==> src/shared/gpcu_pkg.sv <==
// Purpose: constants for the upper general pin control block
// Assumes: 32-bit Avalon-MM register port, word addressed by byte offset
// Notes: field positions are bit indices within the control word
package gpcu_pkg;
    // ==========================================================
    // register map
    localparam logic [7:0] GPCU_OFS_CONTROL = 8'hb8;
    localparam logic [7:0] GPCU_ADDR_W = 8'h08;
    // ==========================================================
    // field positions
    localparam int GPCU_BIT_P3_OUT = 14;
    localparam int GPCU_BIT_BASE = 16;
    localparam int GPCU_NPINS = 4;
    localparam int GPCU_STRIDE = 4;
    localparam int GPCU_OFS_IN = 0;
    localparam int GPCU_OFS_DIR = 1;
    localparam int GPCU_OFS_OUT = 2;
    // ==========================================================
    // reset values
    localparam logic [3:0] GPCU_RST_IN = 4'hf;
    localparam logic [3:0] GPCU_RST_DIR = 4'h0;
    localparam logic [3:0] GPCU_RST_OUT = 4'h0;
    localparam logic GPCU_RST_P3_OUT = 1'b0;
    localparam logic [31:0] GPCU_UNMAPPED_DATA = 32'h0000_0000;
    // ==========================================================
    // bus answer states
    typedef enum logic [0:0]
    {
        GPCU_IDLE = 1'b0,
        GPCU_DONE = 1'b1
    } gpcu_bus_state_t;
endpackage

==> src/gpcu_control.sv <==
// Purpose: upper half of the upstream general pin control word
// Assumes: Avalon-MM slave, one wait cycle per access
// Notes: pin 3 direction lives in the lower half, given here as an input
// Overview of operation
// control word only at upstream offset b8
// bit 16 reads pin 4 level, resets one
// bit 17 pin 4 direction, resets zero
// bit 18 pin 4 output level, resets zero
// bit 20 reads pin 5 level, resets one
// bit 21 pin 5 direction, resets zero
// bit 22 pin 5 output level, resets zero
// bit 24 reads pin 6 level, resets one
// bit 25 pin 6 direction, resets zero
// bit 26 pin 6 output level, resets zero
// bit 28 reads pin 7 level, resets one
// bit 29 pin 7 direction, resets zero
// bit 30 pin 7 output level, resets zero
// bit 14 pin 3 output level, resets zero
// bits 15,19,23,27,31 read zero, writes ignored
//
// Decided for this implementation: the Avalon-MM slave port and the address map.
`timescale 1ns/1ps
module gpcu_control
    import gpcu_pkg::*;
(
    // clock and reset
    input wire logic clk_sys,
    input wire logic rst_n,
    // port role
    input wire logic is_upstream,
    // avalon-mm slave
    input wire logic [7:0] avs_address,
    input wire logic avs_read,
    input wire logic avs_write,
    input wire logic [31:0] avs_writedata,
    input wire logic [3:0] avs_byteenable,
    output logic [31:0] avs_readdata,
    output logic avs_waitrequest,
    // pin 3 direction from lower half
    input wire logic p3_dir,
    // pin_out and pin_oe_n are pins 3..7, bit 0 is pin 3; pin_in is pins 4..7, bit 0 is pin 4
    input wire logic [3:0] pin_in,
    output logic [4:0] pin_out,
    output logic [4:0] pin_oe_n
);
    import gpcu_pkg::*;

    // ==========================================================
    // state
    gpcu_bus_state_t state;
    gpcu_bus_state_t next_state;
    logic [3:0] dir;
    logic [3:0] out_val;
    logic p3_out;
    logic [3:0] sampled;

    // ==========================================================
    // helpers
    function automatic int gpcu_pos(input int pin, input int field);
        gpcu_pos = GPCU_BIT_BASE + pin * GPCU_STRIDE + field;
    endfunction

    // ==========================================================
    // decode
    wire access = avs_read | avs_write;
    wire hit = is_upstream && (avs_address == GPCU_OFS_CONTROL);
    wire do_write = avs_write && hit && (state == GPCU_IDLE);
    wire be_hi = avs_byteenable[1];
    wire be_top2 = avs_byteenable[2];
    wire be_top3 = avs_byteenable[3];

    // one wait state: request taken in idle, answered in done
    assign avs_waitrequest = access && (state == GPCU_IDLE);
    assign next_state = (access && state == GPCU_IDLE) ? GPCU_DONE : GPCU_IDLE;

    // ==========================================================
    // read word assembly; reserved bits stay zero
    logic [31:0] word;
    always_comb
    begin
        word = 32'h0000_0000;
        word[GPCU_BIT_P3_OUT] = p3_out;
        for (int p = 0; p < GPCU_NPINS; p++)
        begin
            word[gpcu_pos(p, GPCU_OFS_IN)] = sampled[p];
            word[gpcu_pos(p, GPCU_OFS_DIR)] = dir[p];
            word[gpcu_pos(p, GPCU_OFS_OUT)] = out_val[p];
        end
    end
    wire [31:0] next_readdata = hit ? word : GPCU_UNMAPPED_DATA;

    // ==========================================================
    // sampled inputs
    gpcu_pin_sample u_sample
    (
        .clk_sys(clk_sys),
        .rst_n(rst_n),
        .pin_level(pin_in),
        .sampled(sampled)
    );

    // ==========================================================
    // registers
    always_ff @(posedge clk_sys or negedge rst_n)
    begin
        if (!rst_n)
        begin
            state <= GPCU_IDLE;
            avs_readdata <= 32'h0000_0000;
        end
        else
        begin
            state <= next_state;
            if (avs_read && state == GPCU_IDLE)
                avs_readdata <= next_readdata;
        end
    end

    // pins 4..7 byte lanes 2 and 3, pin 3 byte lane 1; writes take effect in idle
    always_ff @(posedge clk_sys or negedge rst_n)
    begin
        if (!rst_n)
        begin
            dir <= GPCU_RST_DIR;
            out_val <= GPCU_RST_OUT;
            p3_out <= GPCU_RST_P3_OUT;
        end
        else if (do_write)
        begin
            if (be_hi)
                p3_out <= avs_writedata[GPCU_BIT_P3_OUT];
            if (be_top2)
            begin
                dir[1:0] <= {avs_writedata[21], avs_writedata[17]};
                out_val[1:0] <= {avs_writedata[22], avs_writedata[18]};
            end
            if (be_top3)
            begin
                dir[3:2] <= {avs_writedata[29], avs_writedata[25]};
                out_val[3:2] <= {avs_writedata[30], avs_writedata[26]};
            end
        end
    end

    // ==========================================================
    // pin drivers; pin 3 uses the lower-half direction bit
    gpcu_pin_drive u_drive
    (
        .dir({dir, p3_dir}),
        .out_val({out_val, p3_out}),
        .pin_out(pin_out),
        .pin_oe_n(pin_oe_n)
    );

    // ==========================================================
    // checks
    a_pin_dir_follow: assert property (@(posedge clk_sys) disable iff (!rst_n)
        pin_oe_n[4:1] == ~dir) else $error("pin enable not from direction");
    a_pin_drive_val: assert property (@(posedge clk_sys) disable iff (!rst_n)
        !pin_oe_n[1] |-> pin_out[1] == out_val[0]) else $error("pin 4 level wrong");
    a_read_rsvd_zero: assert property (@(posedge clk_sys) disable iff (!rst_n)
        (avs_readdata & 32'h8888_8000) == 32'h0000_0000)
        else $error("reserved bit set");
    a_input_sample: assert property (@(posedge clk_sys) disable iff (!rst_n)
        ##1 sampled == $past(pin_in)) else $error("input not sampled");
    a_offmap_zero: assert property (@(posedge clk_sys) disable iff (!rst_n)
        (avs_read && !avs_waitrequest && !$past(hit)) |-> avs_readdata == 32'h0)
        else $error("unmapped read not zero");
    a_write_dir_upd: assert property (@(posedge clk_sys) disable iff (!rst_n)
        (do_write && be_top3) |=> dir[3] == $past(avs_writedata[29]))
        else $error("pin 7 direction not written");
    a_write_out_upd: assert property (@(posedge clk_sys) disable iff (!rst_n)
        (do_write && be_top2) |=> out_val[1] == $past(avs_writedata[22]))
        else $error("pin 5 level not written");
    a_p3_out_upd: assert property (@(posedge clk_sys) disable iff (!rst_n)
        (do_write && be_hi) |=> pin_out[0] == $past(avs_writedata[14]))
        else $error("pin 3 level not written");
    a_no_write_hold: assert property (@(posedge clk_sys) disable iff (!rst_n)
        !do_write |=> $stable(dir) && $stable(out_val))
        else $error("control changed without write");
    a_wait_one: assert property (@(posedge clk_sys) disable iff (!rst_n)
        (access && state == GPCU_IDLE) |=> !avs_waitrequest)
        else $error("answer not after one wait");

    c_read_hit: cover property (@(posedge clk_sys) avs_read && hit && !avs_waitrequest);
    c_write_hit: cover property (@(posedge clk_sys) do_write && be_top3);
    c_pin_driven: cover property (@(posedge clk_sys) !pin_oe_n[4] && pin_out[4]);
    c_unmapped: cover property (@(posedge clk_sys) avs_read && !hit && !avs_waitrequest);
endmodule

==> src/gpcu_pin_sample.sv <==
// Purpose: registers the live level of the upper pins
// Assumes: pins synchronous to clk_sys
// Notes: reads one after reset until the first edge
`timescale 1ns/1ps
module gpcu_pin_sample
    import gpcu_pkg::*;
(
    // clock and reset
    input wire logic clk_sys,
    input wire logic rst_n,
    // pins
    input wire logic [3:0] pin_level,
    output logic [3:0] sampled
);
    always_ff @(posedge clk_sys or negedge rst_n)
    begin
        if (!rst_n)
            sampled <= GPCU_RST_IN;
        else
            sampled <= pin_level;
    end
endmodule

==> src/gpcu_pin_drive.sv <==
// Purpose: per-pin output driver for one two-way pin group
// Assumes: enable port low means the module drives the pin
// Notes: pure combinational
`timescale 1ns/1ps
module gpcu_pin_drive
(
    // control
    input wire logic [4:0] dir,
    input wire logic [4:0] out_val,
    // pins
    output logic [4:0] pin_out,
    output logic [4:0] pin_oe_n
);
    assign pin_out = out_val;
    assign pin_oe_n = ~dir;
endmodule

==> config.mk <==
export PLATFORM = sky130hd
export DESIGN_NAME = gpcu_control
export DESIGN_NICKNAME = d
export VERILOG_FILES = /design/src/shared/gpcu_pkg.sv /design/src/gpcu_control.sv /design/src/gpcu_pin_sample.sv /design/src/gpcu_pin_drive.sv
export SDC_FILE = /design/constraint.sdc
export NUM_CORES = 1
export LEC_CHECK = 0
export BUFFER_PORTS_ARGS = -buffer_cell sky130_fd_sc_hd__buf_2
export CORE_MARGIN = 2
export CORE_UTILIZATION = 37
export CTS_BUF_LIST = sky130_fd_sc_hd__clkbuf_8
export DETAILED_ROUTE_END_ITERATION = 10
export PLACE_DENSITY_LB_ADDON = 0.25
export SLEW_MARGIN = 40
export SYNTH_ARGS = -nofsm -noshare
export SYNTH_HDL_FRONTEND = slang
export SYNTH_SLANG_ARGS = --single-unit
export TNS_END_PERCENT = 1
==> constraint.sdc <==
create_clock -name clk_sys -period 1.2 [get_ports clk_sys]
set_input_delay 0.18 -clock clk_sys [delete_from_list [all_inputs] [get_ports clk_sys]]
set_output_delay 0.18 -clock clk_sys [all_outputs]
set_load 0.03 [all_outputs]
* Yosys cells after proc, flatten, opt, wreduce, memory -nomap -nowiden *
Cells that the tools add are included.

word-level totals
  input bits = 54
  logic and storage cells = 22
  output and inout port bits = 43
  register bits after elaboration = 46

operators by class
  reductions and logical operators = 8
  bitwise gates (word level) = 3
  equality and inequality tests = 1
  multiplexer cells = 2

operators by type and width
  kind                                        count
  two-way mux 31 bit                          1
  equality test 8 bit, second input constant  1
  AND reduction 2 bit                         3
  logical AND 1 bit                           5
  NOT 5 bit                                   1
  two-way mux 1 bit                           1
  NOT 1 bit                                   1
  bitwise OR 1 bit                            1

* Logic depth before layout (Yosys ltp) *
  depth after elaboration = 5
  depth in mapped cells = 5
  depth with buffers taken out = 3

* Cells and area by module *
Synthesis repeated with hierarchy kept, for this count alone.

second synthesis, totals
  cells, all modules = 122
  area total of the unflattened synthesis = 1392.6 um2

modules (own cells, without submodules)
  module           instances  sequential area each (um2)  cells each  area an instance (um2)
  gpcu_control     1          575.6                       108         1231.2
  gpcu_pin_sample  1          105.1                       4           105.1
  gpcu_pin_drive   1          0.0                         10          56.3

* Worst setup path before layout *
No wires, ideal clock.

  path type = reg-to-reg
  start = register state
  end = register dir[0]
  arrival = 1.152 ns
  slack = -0.080 ns
  cell stages (with the launch flop) = 4
  library setup time = 0.128 ns
  clock period less this slack = 1.280 ns
  cell sequence = dfrtp_1 -> nand3b_1 -> nor4_4 -> mux2_1

between the ends
  cells in the longest elaborated chain, start to end = 3

ends and longest elaborated chain
  what                                  RTL line             text
  from (decl)                           gpcu_control.sv:50   gpcu_bus_state_t state;
  from (signal assigned)                gpcu_control.sv:113  state <= next_state;
  NOT 1 bit                             gpcu_control.sv:67   wire do_write = avs_write && hit && (state == GPCU_IDLE);
  logical AND 1 bit                     gpcu_control.sv:67
  AND reduction 2 bit (no source line)  -
  to (signal assigned)                  gpcu_control.sv:134  dir[1:0] <= {avs_writedata[21], avs_writedata[17]};
  to (decl)                             gpcu_control.sv:52   logic [3:0] dir;

Every way passes these cells.
A chain may end at the register's enable or synchronous reset.

* Worst setup path in the final report *
  start = register state
  end = register dir[1]

Same word-level chain as after synthesis.

==> results.md <==
- Die height: 63.2 um
- CP max FO: 4
- Via total after detailed routing: 984
- Combinational share of power: 16.9%
- Library cell occupying the most area in the post-synthesis netlist: sky130_fd_sc_hd__dfrtp_1
- Clk pwr share: 28.8%
- Via count of the first global-routing pass: 889
- Number of violations of the max-capacitance limit: 0
- WHS Path Cells: 2
- Sort of element at the start of the critical path: register
- Status: finished with violations
- Mapped Avg Cell Area: 11.3 um^2
- CP cell instances: nand3b_1, nor4_4, mux2_1
- Die extent in x: 63.2 um
- Die ar.: 3990 um^2
- Crit-path max cell delay: 0.41 ns
- Register area share after synthesis: 52.5%
- Clock Skews: 0.00224 ns
- I/O Buffers: 53
- Antenna diode count: 0
- Internal Power: 1.26 mW
- Detailed placement HPWL: 2010 um
- P per Cell Area: 1010 nW/um^2
- Static leakage: 0.898 nW
- Min-Delay Path Class: primary input to register
- Buffers and inverters on the worst path: 0
- Floorplan core area: 3360 um^2
- Worst-case register-to-register setup slack: -0.21 ns
- Clock Latency Late Sink: 0.26 ns
- # setup viols final: 10
- Total non-filler cell area in the finished layout: 1710 um^2
- Share of total power in sequential cells: 54.2%
- Net Sw Frac: 27.0%
- Setup CP Type: register to register
- Number of enable-type register cells in the synthesized netlist: 0
- Count of yosys warnings during synthesis: 0
- Crit. End Element: register
- Worst EP arrival: 1.56 ns
- Commonest cells in the netlist: sky130_fd_sc_hd__dfrtp_1, sky130_fd_sc_hd__nand2_1, sky130_fd_sc_hd__buf_4, sky130_fd_sc_hd__mux2_1, sky130_fd_sc_hd__o21ai_1
- Worst r2r src: state$_DFF_PN0_
- CTS Root Cell: sky130_fd_sc_hd__clkbuf_8
- Clk pin slew, worst setup/hold paths: 0.09 ns
- Post-synthesis register bit count: 27
- Total routing usage reported by global routing: 13.5%
- Final Cycle Share: 117%
- Util after Layout: 50.8%
- Leading cell types by total area after synthesis: sky130_fd_sc_hd__dfrtp_1, sky130_fd_sc_hd__buf_4, sky130_fd_sc_hd__dfstp_2, sky130_fd_sc_hd__mux2_1, sky130_fd_sc_hd__nand2_1
- Weighted congestion at the end of routability-driven global placement: 0.745
- CTS tree: built
- Proportion of layout cells with a drive suffix above 1: 45.7%
- Worst rel slew slack: 60.9%
- Sw Pwr: 466 uW
- Cell family contributing the most delay on the critical path: simple AND/OR/NAND/NOR gates
- Final worst path period need: 1.41 ns
- Maximum number of pins on one net before global-route repair: 28
- Count of nets after finishing: 230
- Synthesized instance count: 115
- Violations in the final reports: negative setup slack
- Ys async rst share: 100%
- Final Max Tran Viols: 0
- CTS max path bufs: 2
- Worst Max-Slew Pin Slew: 0.586 ns
- Number of H-tree branching levels: 1
- Hold_sp: avs_writedata[17]
- Iteration-0 DRC Markers: 25
- Floorplan row count: 21
- Sum of routed wire length over all layers: 2630 um
- Fmax achieved: 710 MHz
- Cts bufs inserted: 3
- Number of failing hold endpoints at the final stage: 0
- Area growth syn-to-layout: 31.8%
- Filler cell count in the final layout: 319
- Library cell with the highest instance count after synthesis: sky130_fd_sc_hd__dfrtp_1
- Remaining global-route overflow: 0
- Number of iterations in the first detailed-routing pass: 4
- Avg WL per Cell: 11.9 um
- Post-place instance area: 1540 um^2
- Overall power after layout: 1.73 mW
- Peak supply drop: 0.593 mV
- Number of distinct library cells after synthesis: 24
- Setup repair after global routing missed its margin: yes
- Post-synth top area share: 44.4%
- Initial standard-cell utilization of the core: 38.5%
- Post-Syn Area: 1300 um^2
- DRC: 0
- DR vias/cell: 4.45
- Initial antenna violation count: 0
- Depth of the worst register-to-register path: 3
- Antenna Violating Nets Remaining: 0
- Primary FF master, synth: sky130_fd_sc_hd__dfrtp_1
- Hold Path Sink: dir[0]$_DFFE_PN0P_
- Required time worst endpoint: 1.35 ns
- # IOs: 97
- Clock Sink Count: 27
- First-pass GRT wire length: 4240 um
- Final setup margin: -0.208 ns
- Cell with the biggest individual delay on the critical path: sky130_fd_sc_hd__dfrtp_1
- Endpoint of the worst-slack reg-to-reg timing path: dir[1]$_DFFE_PN0P_
==> state kept, by name, summed over array words and instances, names as in the netlist <==
signal and count:
u_sample.sampled 4, avs_readdata 13, out_val 4, p3_out 1, dir 4, state 1
==> cells by family (layout without fill, tap and decap cells) <==
group / after synthesis / after routing / share of synthesized area (%)
simple gates: 36 / 36 / 17.7
buf+inv: 29 / 71 / 14.9
flops: 27 / 27 / 52.5
compound gates: 13 / 13 / 6.85
mux: 9 / 9 / 7.82
other cells: 1 / 19 / 0.289
==> timing repair <==
| action | in CTS | in global routing |
|---|---|---|
| hold buffers | 4 | 1 |
| hold endpoints to repair | 26 | 1 |
| setup endpoints to repair | 10 | 16 |
| buffers inserted | 2 | 0 |
| pin swaps | 1 | 1 |
| gates resized for setup | 10 | 5 |
==> worst max path at each step <==
stage                                from                 end  slack (ns)  cells past startpoint
after CTS                 state$_DFF_PN0_  dir[3]$_DFFE_PN0P_       -0.27                      4
final                     state$_DFF_PN0_  dir[1]$_DFFE_PN0P_       -0.21                      3
after floorplan           state$_DFF_PN0_  dir[0]$_DFFE_PN0P_       -0.08                      3
after detailed placement   avs_address[2]  dir[3]$_DFFE_PN0P_       -0.33                      4
after global routing      state$_DFF_PN0_  dir[1]$_DFFE_PN0P_       -0.29                      3
after global placement     avs_address[2]  dir[2]$_DFFE_PN0P_       -0.26                      4
==> per-stage QoR <==
step / hold WS [ns] / setup slack (ns) / cells / setup TNS (ns)
6_report: 0.127 / -0.208 / 221 / -1.46
5_1_grt: 0.132 / -0.295 / 221 / -2.12
4_1_cts: 0.00206 / -0.269 / 220 / -2.03
3_5_place_dp: 0.219 / -0.327 / 210 / -4.00
3_3_place_gp: 0.210 / -0.261 / 210 / -2.95
2_1_floorplan: -0.116 / -0.0800 / 133 / -0.656
==> layout by cell type, fill, tap and decap left out, types with 2 or more instances in the layout <==
| cell type | synthesis | final |
|---|---|---|
| sky130_fd_sc_hd__inv_1 | 5 | 6 |
| sky130_fd_sc_hd__conb_1 | 1 | 19 |
| sky130_fd_sc_hd__buf_4 | 20 | 3 |
| sky130_fd_sc_hd__o31ai_2 | 0 | 3 |
| sky130_fd_sc_hd__nand2_1 | 22 | 22 |
| sky130_fd_sc_hd__mux2_1 | 9 | 5 |
| sky130_fd_sc_hd__buf_6 | 1 | 2 |
| sky130_fd_sc_hd__nand3b_1 | 3 | 3 |
| sky130_fd_sc_hd__dfstp_2 | 4 | 4 |
| sky130_fd_sc_hd__o21ai_1 | 9 | 9 |
| sky130_fd_sc_hd__dlygate4sd3_1 | 0 | 5 |
| sky130_fd_sc_hd__nor4_4 | 2 | 2 |
| sky130_fd_sc_hd__dfrtp_1 | 23 | 23 |
| sky130_fd_sc_hd__mux2_4 | 0 | 4 |
| sky130_fd_sc_hd__clkbuf_8 | 0 | 3 |
| sky130_fd_sc_hd__buf_2 | 1 | 51 |
==> worst register-to-register path, cell delays in order (launching register included) <==
cell and delay, ns:
sky130_fd_sc_hd__dfrtp_1 0.41, sky130_fd_sc_hd__nand3b_1 0.21, sky130_fd_sc_hd__nor4_4 0.30, sky130_fd_sc_hd__mux2_1 0.38
==> final cells by class <==
cell class	instances	area [um^2]	share of cell area, %
clock buffer	3	41.3	2.42
timing repair buffer	62	370	21.7
multi-input combinational	77	536	31.4
tap	46	57.6	3.37
sequential	27	681	39.9
clock inverter	1	3.75	0.220
inverter	5	18.8	1.10
==> power groups by stage <==
stage | combinational, mW | clock (mW) | sequential (mW)
6_report | 0.292 | 0.497 | 0.936
5_1_grt | 0.316 | 0.562 | 0.938
4_1_cts | 0.287 | 0.509 | 0.936
3_5_place_dp | 0.256 | 0 | 0.954
3_3_place_gp | 0.252 | 0 | 0.954
2_1_floorplan | 0.200 | 0 | 0.956
==> layer usage <==
metal	vias up	global-route usage, %	part of all wire, %
li1	463	-	-
met1	470	17.0	39
met2	47	23.3	53
met4	0	4.89	1.6
met3	4	2.32	6.5
met5	-	0	0
(Power assumes the default switching activity.)
